==> config.mk <==
export PLATFORM = sky130hd
export DESIGN_NAME = amps_sequencer
export DESIGN_NICKNAME = d
export VERILOG_FILES = /design/src/rtl/amps_pkg.sv /design/src/rtl/amps_sequencer.sv
export SDC_FILE = /design/constraint.sdc
export NUM_CORES = 1
export LEC_CHECK = 0
export BUFFER_PORTS_ARGS = -buffer_cell sky130_fd_sc_hd__clkbuf_2
export CAP_MARGIN = 20
export CORE_ASPECT_RATIO = 0.75
export CORE_UTILIZATION = 54
export CTS_BUF_LIST = sky130_fd_sc_hd__clkbuf_16
export CTS_CLUSTER_SIZE = 40
export DETAILED_ROUTE_END_ITERATION = 8
export PLACE_DENSITY = 0.75
export SLEW_MARGIN = 20
export SYNTH_ARGS = -nofsm -noshare
export SYNTH_HDL_FRONTEND = slang
export SYNTH_SLANG_ARGS = --single-unit
==> constraint.sdc <==
create_clock -name clk -period 2.64 [get_ports clk]
set_input_delay 0.132 -clock clk [delete_from_list [all_inputs] [get_ports clk]]
set_output_delay 0.132 -clock clk [all_outputs]
set_load 0.03 [all_outputs]
==> src/rtl/amps_pkg.sv <==
// shared constants of the amplifier mode and protection sequencer
package amps_pkg;

   // clock rate and derived rates
   localparam int unsigned CLK_KHZ       = 250000;   // 250 MHz core clock
   localparam int unsigned CLK_PER_US    = 250;

   // documented start-up and restart times
   localparam int unsigned T_WAKE_MS     = 100;      // standby to switching
   localparam int unsigned T_AUDIO_MS    = 150;      // standby to audio enable
   localparam int unsigned T_RESTART_MS  = 100;      // fault clear to restart
   localparam int unsigned T_OC_TAU_US   = 50;       // current limit endurance

   localparam int unsigned WAKE_CYC      = T_WAKE_MS * CLK_KHZ;
   localparam int unsigned AUDIO_CYC     = T_AUDIO_MS * CLK_KHZ;
   localparam int unsigned RESTART_CYC   = T_RESTART_MS * CLK_KHZ;
   localparam int unsigned OC_TAU_CYC    = T_OC_TAU_US * CLK_PER_US;

   // decoded mode selection
   localparam logic [1:0]  MODE_STBY     = 2'h0;
   localparam logic [1:0]  MODE_MUTE     = 2'h1;
   localparam logic [1:0]  MODE_OPER     = 2'h2;

   // register byte offsets
   localparam logic [3:0]  OFS_CTRL      = 4'h0;
   localparam logic [3:0]  OFS_STATUS    = 4'h4;
   localparam logic [3:0]  OFS_FAULT     = 4'h8;

   // control bits and reset value
   localparam int          CTRL_HOLD_STBY = 0;       // keep the stage in standby
   localparam int          CTRL_FORCE_MUTE = 1;      // keep input stages off
   localparam logic [1:0]  CTRL_RST      = 2'h0;

   // fault log bit positions
   localparam int          FLT_THERM     = 0;
   localparam int          FLT_OC        = 1;
   localparam int          FLT_SHORT     = 2;
   localparam int          FLT_UV        = 3;
   localparam int          FLT_OV        = 4;
   localparam int          FLT_UNBAL     = 5;
   localparam int          FLT_RAIL      = 6;
   localparam int          NFLT          = 7;

   // sequencer states, one-hot
   typedef enum logic [5:0] {
      ST_STBY   = 6'h01,
      ST_WINDOW = 6'h02,
      ST_WAKE   = 6'h04,
      ST_MUTE   = 6'h08,
      ST_OPER   = 6'h10,
      ST_FAULT  = 6'h20
   } amps_state_t;

endpackage : amps_pkg

==> src/rtl/amps_sequencer.sv <==
// mode sequencing and protection manager of a two-channel switching power stage
// Summary of operation
// - mode input picks standby, mute or operating; the stage follows it
// - mute keeps outputs switching with input stages off; operating enables them
// - standby to mute waits 100 ms before the outputs switch
// - audio enabled only in operating and no sooner than 150 ms after leaving standby
// - standby straight to operating: switching after 100 ms, audio 50 ms later
// - start-up always passes through mute before operating
// - thermal foldback lowers gain only; no shutdown, restart or indicator
// - over-temperature shuts down at once; restart 100 ms after it clears
// - current limiting clamps the output and keeps switching
// - current limiting longer than the time constant shuts the stage down
// - indicator pin shows current limiting and overcurrent shutdown only
// - load short shuts down; restart 100 ms after it clears
// - rail short check before power stages on leaving standby; halt while present
// - restart after overcurrent shutdown repeats the rail short check
// - rail short check never shuts down; start resumes directly once clear
// - undervoltage shuts down, silently on internal clock; restart after 100 ms
// - overvoltage shuts the power stages down; restart after 100 ms
// - supply unbalance shuts down; restart 100 ms after it clears
//
// The Avalon-MM slave port and the address map were chosen for this implementation.
module amps_sequencer #(
   parameter int unsigned WAKE_CYC    = amps_pkg::WAKE_CYC,     // start-up delay
   parameter int unsigned AUDIO_CYC   = amps_pkg::AUDIO_CYC,    // audio enable delay
   parameter int unsigned RESTART_CYC = amps_pkg::RESTART_CYC,  // fault restart delay
   parameter int unsigned OC_TAU_CYC  = amps_pkg::OC_TAU_CYC,   // current limit endurance
   parameter int          TW          = 26                       // timer width
) (
   input  wire logic        clk,                 // 250 MHz core clock
   input  wire logic        rst_n,               // async reset, active low
   // decoded mode selection and monitor flags
   input  wire logic [1:0]  mode_sel,            // 0 standby, 1 mute, 2 operating
   input  wire logic        temp_fold,           // above foldback_trip_temperature
   input  wire logic        temp_shut,           // above shutdown_trip_temperature
   input  wire logic        cur_limit,           // overcurrent_guard clamping
   input  wire logic        load_short,          // below short_impedance_threshold
   input  wire logic        rail_short,          // output shorted to a supply rail
   input  wire logic        under_volt,          // supply below minimum
   input  wire logic        over_volt,           // supply above maximum
   input  wire logic        supply_unbal,        // supply_unbalance_guard trip
   input  wire logic        int_clk_sel,         // internal oscillator in use
   // power stage controls
   output logic             switch_en,           // power outputs switching
   output logic             input_stage_en,      // voltage-to-current stages on
   output logic             thermal_gain_reduction, // gain lowered by foldback
   output logic             prot_pin,            // overcurrent indicator
   output logic             silent_stop,         // pop-free switch-off in progress
   // avalon-mm slave
   input  wire logic [3:0]  avs_address,         // byte address
   input  wire logic        avs_read,            // read strobe
   input  wire logic        avs_write,           // write strobe
   input  wire logic [31:0] avs_writedata,       // write data
   input  wire logic [3:0]  avs_byteenable,      // byte lanes
   output logic [31:0]      avs_readdata,        // read data
   output logic             avs_waitrequest      // high until the access is taken
);

   // local names for the package state type and its codes
   typedef amps_pkg::amps_state_t amps_state_t;
   localparam amps_state_t ST_STBY   = amps_pkg::ST_STBY;
   localparam amps_state_t ST_WINDOW = amps_pkg::ST_WINDOW;
   localparam amps_state_t ST_WAKE   = amps_pkg::ST_WAKE;
   localparam amps_state_t ST_MUTE   = amps_pkg::ST_MUTE;
   localparam amps_state_t ST_OPER   = amps_pkg::ST_OPER;
   localparam amps_state_t ST_FAULT  = amps_pkg::ST_FAULT;

   typedef struct packed {
      amps_state_t           state;
      logic [7:0]            meta;        // first synchroniser stage
      logic [7:0]            sync;        // second synchroniser stage
      logic [TW-1:0]         cnt;         // wake and restart timer
      logic [TW-1:0]         aud_cnt;     // time since leaving standby
      logic [TW-1:0]         oc_cnt;      // length of current limiting
      logic                  restart;     // waking from a fault, skip start delay
      logic                  oc_cause;    // last shutdown from overcurrent
      logic                  uv_cause;    // last shutdown from undervoltage
      logic [1:0]            ctrl;
      logic [amps_pkg::NFLT-1:0] flog;    // sticky fault log
      logic                  ack;
      logic [31:0]           rdata;
      logic                  sw_en;
      logic                  in_en;
      logic                  gain_red;
      logic                  prot;
      logic                  silent;
   } amps_regs_t;

   amps_regs_t r_r;
   amps_regs_t r_nxt;

   // synchronised flag names
   logic s_fold, s_shut, s_clim, s_lshort, s_rail, s_uv, s_ov, s_unbal;
   logic oc_trip;
   logic shut_fault;
   logic acc;
   logic [amps_pkg::NFLT-1:0] ev;

   typedef logic [TW-1:0] amps_cnt_t;

   // flag names taken from the second synchroniser stage only
   assign {s_unbal, s_ov, s_uv, s_rail, s_lshort, s_clim, s_shut, s_fold} = r_r.sync;

   // overcurrent shutdown once limiting outlasts its time constant
   assign oc_trip    = s_clim && (r_r.oc_cnt >= amps_cnt_t'(OC_TAU_CYC));
   assign shut_fault = s_shut || oc_trip || s_lshort || s_uv || s_ov || s_unbal;

   // a bus access is answered one cycle after it appears
   assign acc             = (avs_read || avs_write) && r_r.ack;
   assign avs_waitrequest = (avs_read || avs_write) && !r_r.ack;

   // events for the fault log
   always_comb begin
      ev = '0;
      ev[amps_pkg::FLT_THERM] = s_shut;
      ev[amps_pkg::FLT_OC]    = oc_trip;
      ev[amps_pkg::FLT_SHORT] = s_lshort;
      ev[amps_pkg::FLT_UV]    = s_uv;
      ev[amps_pkg::FLT_OV]    = s_ov;
      ev[amps_pkg::FLT_UNBAL] = s_unbal;
      ev[amps_pkg::FLT_RAIL]  = s_rail && (r_r.state == ST_WINDOW);
   end

   // how the sequencer walks its states
   //
   // standby
   //    all stages off, timers cleared
   //    left as soon as the mode input
   //    asks for mute or operating and
   //    software does not hold standby
   //
   // window
   //    rail short check with the power
   //    stages still off, so no large
   //    current can flow into a short
   //    waits here as long as the short
   //    stands; never a shutdown
   //    a fresh start goes on to wake,
   //    a restart goes straight to mute
   //
   // wake
   //    start-up delay before switching
   //    counted in the shared timer
   //
   // mute
   //    outputs switch, input stages off
   //    operating is refused until the
   //    audio timer has run out, which
   //    lets the coupling caps charge
   //
   // operating
   //    input stages on unless software
   //    forces them off
   //
   // fault
   //    power stages off
   //    the restart timer is cleared by
   //    every cycle with a fault, so it
   //    only completes after a clean span
   //    an overcurrent cause passes the
   //    window check again on restart
   //
   // priorities, lowest first
   //    the case statement below
   //    then shutdown faults
   //    then standby, which always wins
   //
   // timers
   //    cnt is shared by wake and fault;
   //    the two never run together
   //    aud_cnt runs from leaving standby
   //    and keeps counting through faults,
   //    so a restart waits only for what
   //    is left of the audio delay
   //    oc_cnt times current limiting
   //    only while the outputs switch;
   //    it clears in fault, so a held
   //    limit does not stretch the wait
   //
   // indicator
   //    limiting while switching, or a
   //    shutdown whose cause was
   //    overcurrent; thermal, supply
   //    and load faults stay off it
   //
   // silent stop
   //    marks an undervoltage shutdown
   //    while the internal oscillator
   //    runs; the cause is dropped once
   //    no shutdown fault is left
   //
   // bus
   //    every access waits one cycle
   //    read data are captured in the
   //    cycle the request first shows
   //    and held until the next access
   //    writes land in the ack cycle
   //    unmapped offsets read as zero
   //
   // limitation: monitor flags reach
   // the logic two cycles late, so a
   // pulse shorter than a cycle may be
   // missed; the analog side must hold
   // its flags for at least one cycle

   // next-state logic for the whole block
   always_comb begin
      r_nxt = r_r;

      // two-flop synchronisers for every monitor flag
      r_nxt.meta = {supply_unbal, over_volt, under_volt, rail_short,
                    load_short, cur_limit, temp_shut, temp_fold};
      r_nxt.sync = r_r.meta;

      // limiting is timed only while the outputs switch
      if (s_clim && r_r.sw_en) begin
         if (r_r.oc_cnt != '1) begin
            r_nxt.oc_cnt = r_r.oc_cnt + amps_cnt_t'(1);
         end
      end else begin
         r_nxt.oc_cnt = '0;
      end

      // audio delay counts from leaving standby and saturates
      if (r_r.state != ST_STBY && r_r.aud_cnt < amps_cnt_t'(AUDIO_CYC)) begin
         r_nxt.aud_cnt = r_r.aud_cnt + amps_cnt_t'(1);
      end

      unique case (r_r.state)
         ST_STBY: begin
            r_nxt.cnt     = '0;
            r_nxt.aud_cnt = '0;
            r_nxt.restart = 1'b0;
            if (mode_sel != amps_pkg::MODE_STBY &&
                !r_r.ctrl[amps_pkg::CTRL_HOLD_STBY]) begin
               r_nxt.state = ST_WINDOW;
            end
         end
         // rail short check with the power stages still off
         ST_WINDOW: begin
            if (!s_rail) begin
               r_nxt.cnt   = '0;
               r_nxt.state = r_r.restart ? ST_MUTE : ST_WAKE;
            end
         end
         ST_WAKE: begin
            r_nxt.cnt = r_r.cnt + amps_cnt_t'(1);
            if (r_r.cnt >= amps_cnt_t'(WAKE_CYC - 1)) begin
               r_nxt.state = ST_MUTE;
            end
         end
         // switching with audio off until operating is allowed
         ST_MUTE: begin
            if (mode_sel == amps_pkg::MODE_OPER &&
                r_r.aud_cnt >= amps_cnt_t'(AUDIO_CYC)) begin
               r_nxt.state = ST_OPER;
            end
         end
         ST_OPER: begin
            if (mode_sel == amps_pkg::MODE_MUTE) begin
               r_nxt.state = ST_MUTE;
            end
         end
         // any fault restarts the wait, so the timer runs only while all clear
         ST_FAULT: begin
            if (shut_fault) begin
               r_nxt.cnt = '0;
            end else if (r_r.cnt >= amps_cnt_t'(RESTART_CYC - 1)) begin
               r_nxt.restart = 1'b1;
               r_nxt.cnt     = '0;
               r_nxt.state   = r_r.oc_cause ? ST_WINDOW : ST_MUTE;
            end else begin
               r_nxt.cnt = r_r.cnt + amps_cnt_t'(1);
            end
         end
      endcase

      // shutdown faults win over every active state
      if (r_r.state != ST_STBY && r_r.state != ST_FAULT && shut_fault) begin
         r_nxt.state    = ST_FAULT;
         r_nxt.cnt      = '0;
         r_nxt.oc_cause = oc_trip;
         r_nxt.uv_cause = s_uv;
      end
      if (r_r.state == ST_FAULT && !shut_fault) begin
         r_nxt.uv_cause = r_r.uv_cause && s_uv;
      end
      // standby always wins; window check halts without shutdown
      if (mode_sel == amps_pkg::MODE_STBY || r_r.ctrl[amps_pkg::CTRL_HOLD_STBY]) begin
         r_nxt.state    = ST_STBY;
         r_nxt.oc_cause = 1'b0;
         r_nxt.uv_cause = 1'b0;
      end

      // registered outputs follow the next state; gain reduction follows the foldback flag
      r_nxt.sw_en    = (r_nxt.state == ST_MUTE) || (r_nxt.state == ST_OPER);
      r_nxt.in_en    = (r_nxt.state == ST_OPER) &&
                       !r_r.ctrl[amps_pkg::CTRL_FORCE_MUTE];
      r_nxt.gain_red = s_fold;
      r_nxt.prot     = (s_clim && r_r.sw_en) ||
                       (r_nxt.state == ST_FAULT && r_nxt.oc_cause);
      r_nxt.silent   = (r_nxt.state == ST_FAULT) && r_nxt.uv_cause &&
                       int_clk_sel;

      // bus slave: answer one cycle after the request appears
      r_nxt.ack = (avs_read || avs_write) && !r_r.ack;
      if ((avs_read || avs_write) && !r_r.ack) begin
         unique case (avs_address)
            amps_pkg::OFS_CTRL:   r_nxt.rdata = {30'h0, r_r.ctrl};
            amps_pkg::OFS_STATUS: r_nxt.rdata = {13'h0, r_r.silent, r_r.prot,
                                                 r_r.in_en, r_r.sw_en, r_r.gain_red,
                                                 r_r.sync, r_r.state};
            amps_pkg::OFS_FAULT:  r_nxt.rdata = {25'h0, r_r.flog};
            default:              r_nxt.rdata = 32'h0;
         endcase
      end

      // control write
      if (acc && avs_write && avs_address == amps_pkg::OFS_CTRL && avs_byteenable[0]) begin
         r_nxt.ctrl = avs_writedata[1:0];
      end
      // fault log: write one to clear, a new event in the same cycle wins
      if (acc && avs_write && avs_address == amps_pkg::OFS_FAULT && avs_byteenable[0]) begin
         r_nxt.flog = r_r.flog & ~avs_writedata[amps_pkg::NFLT-1:0];
      end
      r_nxt.flog = r_nxt.flog | ev;
   end

   // single register bank for all state
   always_ff @(posedge clk or negedge rst_n) begin
      if (!rst_n) begin
         r_r          <= '0;
         r_r.state    <= ST_STBY;
         r_r.ctrl     <= amps_pkg::CTRL_RST;
      end else begin
         r_r <= r_nxt;
      end
   end

   // outputs straight from flops
   assign switch_en              = r_r.sw_en;
   assign input_stage_en         = r_r.in_en;
   assign thermal_gain_reduction = r_r.gain_red;
   assign prot_pin               = r_r.prot;
   assign silent_stop            = r_r.silent;
   assign avs_readdata           = r_r.rdata;

endmodule // amps_sequencer

==> results of run 1 <==
final cells by class:
type,count,area share [%]
multi-input cells,526,39.0
inverters,14,0.663
clock inverters,15,1.99
well taps,166,2.62
flip-flops and latches,137,43.3
clock buffers,17,5.37
repair buffers,84,7.06
worst max-delay path, delay by kind of cell (launching register included):
kind / cells / cell delay, ps
buffers and inverters: 1 / 190
flip-flops: 1 / 410
AND/OR/NAND/NOR: 3 / 610
adder cells (fa/ha/maj): 1 / 230
AO/OA/AOI/OAI: 4 / 960
logic make-up after synthesis:
group,share of synthesized area [%]
adder cells (fa/ha/maj),0.913
AO/OA/AOI/OAI,11.2
other,0.0547
buffers and inverters,5.68
XOR/XNOR,5.75
multiplexers,0.968
flip-flops,50.1
AND/OR/NAND/NOR,25.4
metal layers:
layer,vias up,share of wire [%],track usage (%),routed length (um)
met5,-,0,0,0
met4,0,0.66,5.19,100
met3,12,5.6,5.96,845
met2,172,46,40.1,7060
met1,2725,47,35.2,7180
li1,2633,-,-,-
sequential cells by signal (all words and copies together) (netlist names):
name,cells
r_r,99
avs_readdata,19
r_nxt,9
ev,5
input_stage_en,1
prot_pin,1
silent_stop,1
switch_en,1
thermal_gain_reduction,1
timing repair:
action / in CTS / in global routing
hold buffers: 15 / 0
hold endpoints to repair: 79 / 0
resized for setup: 0 / 1
setup endpoints to repair: 0 / 2
cells in the final DEF, fill, tap and decap left out, types with 14 or more instances in the layout:
master	instances
nand4_1	18
and3_1	17
xnor2_1	20
nor3_1	33
inv_1	14
o21ai_0	20
dfrtp_1	136
a21oi_1	17
a31oi_1	16
clkbuf_2	50
nor2_1	80
clkbuf_16	17
buf_4	17
xor2_1	25
nand3_1	46
nand2_1	73
or3_1	18
dlygate4sd3_1	15
path summary, 6_finish.rpt:
kind	startpoint	end	slack (ps)	cells past startpoint
max	r_r[102]	r_r[117]	140	9
min	avs_writedata[3]	r_r[41]	9	3
max reg2reg	r_r[102]	r_r[117]	140	9
min reg2reg	r_nxt[129]	ev[0]	340	0
max in group asynchronous	rst_n	r_r[120]	1620	3
min in group asynchronous	rst_n	avs_readdata[9]	280	2
power by group through the flow:
stage          logic (mW)  registers (mW)  clock network (mW)
2_1_floorplan       0.455            2.29                   0
3_3_place_gp        0.610            2.32                   0
3_5_place_dp        0.625            2.32                   0
4_1_cts             0.651            2.29                2.37
5_1_grt             0.724            2.30                2.47
6_report            0.653            2.29                2.34
==> impl_metrics.csv, run 1 <==
group,metric,value,unit
outcome,outcome,"finished, final reports clean",
clock_tree,htree_levels,4,
finish,multi_input_area,3090,um^2
setup_path,slowest_delay,410,ps
detailed_routing,vias_per_cell,5.78,
detailed_routing,ant_nets,0,
setup_path,worstPathCellList,"ha_1 -> nand3_1 -> nor2_1 -> o221ai_1 -> a21oi_1 -> o31a_1 -> buf_4 -> or3_1 -> a31oi_1",
placement,port_buffers,51,
placement,dp_slack,68.9,ps
power_and_ir_drop,total_leakage_power,3.39,nW
detailed_routing,drc,0,
clock_tree,cts_tree,"built",
global_routing,grt_max_degree,68,
sta,setup_viol,0,
floorplan,initial_utilization,55.7,%
power_and_ir_drop,netSwitchingPower,1.54,mW
finish,fillCellCount,971,
logic_synthesis,synth.top_cells.by_count,"dfrtp_1, nor2_1, nand2_1, nand3_1, nor3_1",
global_routing,grt_pass1_vias,5384,
logic_synthesis,syn_area_per_cell,9.49,um^2
logic_synthesis,synth-seq-cells,137,
hold_path,worstHoldPathType,"input pin to flip-flop",
logic_synthesis,yosys.area.top_type,"dfrtp_1",
finish,instances_no_fill,959,
finish,drive_gt1_share,15.3,%
floorplan,core_area,12300,um^2
finish,seq_area,3430,um^2
sta,rsz0062_at_grt,"no",
power_and_ir_drop,p_comb_share,12.4,%
sta,holdWs,8.64,ps
power_and_ir_drop,p_clk_share,44.2,%
setup_path,crit_required,2960,ps
floorplan,die_area,13100,um^2
finish,syn_to_final_growth,15.7,%
flow_run,maxCapViolations,0,
power_and_ir_drop,pwr-share-seq,43.4,%
logic_synthesis,synth.most_common_cell,"dfrtp_1",
logic_synthesis,synth_edf_count,0,
clock_tree,cts_buffers,17,
power_and_ir_drop,power.density,666,nW/um^2
global_routing,grt_use_total,25.1,%
power_and_ir_drop,swShare,29.1,%
finish,fin_area,7930,um^2
placement,place_inst,912,
floorplan,chipWidth,132,um
clock_tree,path_clk_slew,60,ps
clock_tree,clock-root-buffer,"clkbuf_16",
global_routing,overflow,0,
logic_synthesis,synth_flop_cell,"dfrtp_1",
power_and_ir_drop,peakVddDrop,0.000437,V
sta,fin_crit_sh,94.9,%
clock_tree,max-clock-path-buffers,2,
floorplan,rows,35,
floorplan,die_h,99.5,um
power_and_ir_drop,total_power,5.28,mW
sta,fin_worst_skew,11.0,ps
logic_synthesis,seq_area_frac_synth,50.1,%
setup_path,crit_path_end_kind,"flip-flop",
detailed_routing,post_drt_wl_per_cell,15.8,um
logic_synthesis,synth_top_cell_area_share,49.7,%
setup_path,critPathLaunchType,"flip-flop",
setup_path,crit_path_top_delay_cell,"dfrtp_1",
logic_synthesis,syn_inst,722,
sta,timing.setup.tns,0,ps
setup_path,critPathKind,"flip-flop to flip-flop",
sta,min_period,2500,ps
logic_synthesis,async_flop_share,100,%
sta,setup_ws,135,ps
finish,num-nets-final,840,
clock_tree,cts_setup_buffers,0,
global_routing,antenna_found_initial,0,
logic_synthesis,synth.distinct_cells,58,
finish,post-route-util,64.4,%
sta,finalHoldViolations,0,
sta,max_freq,0.399,GHz
sta,slew_headroom,41.3,%
finish,n_antenna_cell,0,
clock_tree,insertion_delay,420,ps
detailed_routing,drt_iter0_markers,424,
logic_synthesis,synth_area,6850,um^2
placement,dp_hpwl,10300,um
setup_path,critical_path.max_fanout,13,
logic_synthesis,yosysWarnings,0,
placement,placed_cell_area,7180,um^2
power_and_ir_drop,internal_power,3.74,mW
detailed_routing,wl,15200,um
floorplan,io_pins,93,
sta,maxSlewViolCount,0,
setup_path,cp_data_arrival_time,2830,ps
placement,gp_congestion,0.900,
logic_synthesis,yosys-top-cells-area,"dfrtp_1, nor2_1, nand2_1",
global_routing,grt_pass1_wl,26300,um
clock_tree,cts.sinks,137,
detailed_routing,route.vias.total,5542,
sta,worst_pin_slew,878,ps
detailed_routing,drt-pass1-iter-count,5,
Note: power is estimated with default switching activity, not from simulation.
==> run 2: changes to the inputs <==
--- a/config.mk
+++ b/config.mk
@@ -8,11 +8,11 @@
 export BUFFER_PORTS_ARGS = -buffer_cell sky130_fd_sc_hd__clkbuf_2
 export CAP_MARGIN = 20
 export CORE_ASPECT_RATIO = 0.75
-export CORE_UTILIZATION = 54
+export CORE_UTILIZATION = 58
 export CTS_BUF_LIST = sky130_fd_sc_hd__clkbuf_16
 export CTS_CLUSTER_SIZE = 40
 export DETAILED_ROUTE_END_ITERATION = 8
-export PLACE_DENSITY = 0.75
+export PLACE_DENSITY = 0.79
 export SLEW_MARGIN = 20
 export SYNTH_ARGS = -nofsm -noshare
 export SYNTH_HDL_FRONTEND = slang
==> constraint.sdc (replaced) <==
create_clock -name clk -period 2.64 [get_ports clk]
set_input_delay 0.132 -clock clk [delete_from_list [all_inputs] [get_ports clk]]
set_output_delay 0.132 -clock clk [all_outputs]
set_load 0.01 [all_outputs]
==> impl_metrics.csv, run 2 (synthesized netlist as in run 1, its figures left out) <==
group,metric,value,unit
outcome,outcome,"finished, final reports clean",
finish,max_flop_register,"r_r",
hold_path,worstHoldPathType,"input pin to flip-flop",
power_and_ir_drop,power.density,666,nW/um^2
global_routing,grt_pass1_vias,5368,
sta,min_period,2490,ps
sta,worst_pin_slew,891,ps
clock_tree,max-clock-path-buffers,2,
setup_path,cp_data_arrival_time,2810,ps
global_routing,grt_max_degree,63,
power_and_ir_drop,total_leakage_power,3.40,nW
placement,gp_congestion,0.905,
global_routing,grt_pass1_wl,26400,um
detailed_routing,drt_iter0_markers,481,
finish,n_antenna_cell,0,
clock_tree,cts.sinks,137,
clock_tree,clock-root-buffer,"clkbuf_16",
finish,layout_commonest_cell,"dfrtp_1",
floorplan,rows,33,
clock_tree,cts_tree,"built",
finish,instances_no_fill,952,
setup_path,crit_path_end_kind,"flip-flop",
sta,finalHoldViolations,0,
finish,syn_to_final_growth,15.9,%
sta,rsz0062_at_grt,"no",
finish,largest_register_ffs,99,
detailed_routing,wl,15600,um
finish,drive_gt1_share,15.7,%
setup_path,critical_path.max_fanout,13,
floorplan,chipWidth,127,um
detailed_routing,ant_nets,0,
sta,slew_headroom,40.4,%
sta,max_freq,0.402,GHz
floorplan,io_pins,93,
detailed_routing,drt-pass1-iter-count,5,
clock_tree,path_clk_slew,60,ps
clock_tree,cts_setup_buffers,0,
detailed_routing,vias_per_cell,5.91,
placement,port_buffers,51,
sta,setup_viol,0,
setup_path,critPathKind,"flip-flop to flip-flop",
detailed_routing,post_drt_wl_per_cell,16.4,um
global_routing,antenna_found_initial,0,
clock_tree,insertion_delay,410,ps
clock_tree,cts_buffers,17,
sta,maxSlewViolCount,0,
floorplan,die_h,96.1,um
floorplan,die_area,12300,um^2
detailed_routing,drc,0,
global_routing,overflow,0,
floorplan,initial_utilization,61.2,%
placement,dp_hpwl,10500,um
clock_tree,htree_levels,4,
setup_path,critPathLaunchType,"flip-flop",
setup_path,crit_required,2970,ps
sta,fin_worst_skew,7.93,ps
finish,num-nets-final,842,
placement,place_inst,906,
detailed_routing,route.vias.total,5622,
finish,final_cell_mix,"dfrtp_1, nor2_1, nand2_1, clkbuf_2, nand3_1",
power_and_ir_drop,peakVddDrop,0.000498,V
global_routing,grt_use_total,27.8,%
floorplan,core_area,11200,um^2
power_and_ir_drop,total_power,5.28,mW
flow_run,maxCapViolations,0,
sta,fin_crit_sh,94.2,%
-- run 2: area by class of cell --
type | instances | area, um^2
Tap cell | 157 | 196
Multi-Input combinational cell | 526 | 3100
Timing Repair Buffer | 86 | 572
Fill cell | 819 | 3250
Clock inverter | 15 | 166
Inverter | 14 | 52.6
Sequential cell | 137 | 3430
Clock buffer | 17 | 425
-- run 2: power by group --
group	leakage [nW]	internal [mW]	switching, mW
combinational	1.30	0.214	0.406
sequential	1.82	2.20	0.104
clock	0.270	1.41	0.959
-- run 2: repair_timing --
| item | 4_1_cts | 5_1_grt |
|---|---|---|
| endpoints found under the hold margin | 73 | 0 |
| resized for setup | 1 | 3 |
| hold buffers | 14 | 0 |
| endpoints found under the setup margin | 7 | 27 |
-- run 2: critical path, cell delays in order, from the launching register on --
cell,delay [ps]
dfrtp_1,430
or4_4,560
o211ai_4,220
nand3_4,160
o31a_1,320
buf_4,180
or3_1,340
a31oi_1,180
-- run 2: metrics by stage --
stage               instance area (um^2)  setup slack, ps  TNS [ps]  hold slack, ps  util [%]
global placement                    7190             71.4         0             141      64.3
detailed placement                  7190            -20.3     -33.7             153      64.3
floorplan                           6900              270         0            -164         -
global route                        7940             27.0         0            26.1      71.0
CTS                                 7930              121         0            1.99      70.9
finish                              7940              154         0            16.1      71.0
-- run 2: worst paths after layout --
check	endpoint	slack, ps	cells past startpoint	from
min reg2reg	ev[4]	350	0	r_nxt[134]
min in group asynchronous	avs_readdata[14]	260	2	rst_n
max	r_r[122]	150	7	r_r[60]
min	r_r[42]	20	3	avs_writedata[4]
max reg2reg	r_r[122]	150	7	r_r[60]
max in group asynchronous	avs_readdata[4]	1640	3	rst_n
-- run 2: metal layers --
metal / global-route usage [%] / part of all wire, % / routed length, um
met5: 0 / 0 / 0
met2: 45.9 / 48 / 7450
met3: 6.61 / 6.6 / 1040
met1: 37.2 / 45 / 6980
met4: 7.44 / 1.1 / 170
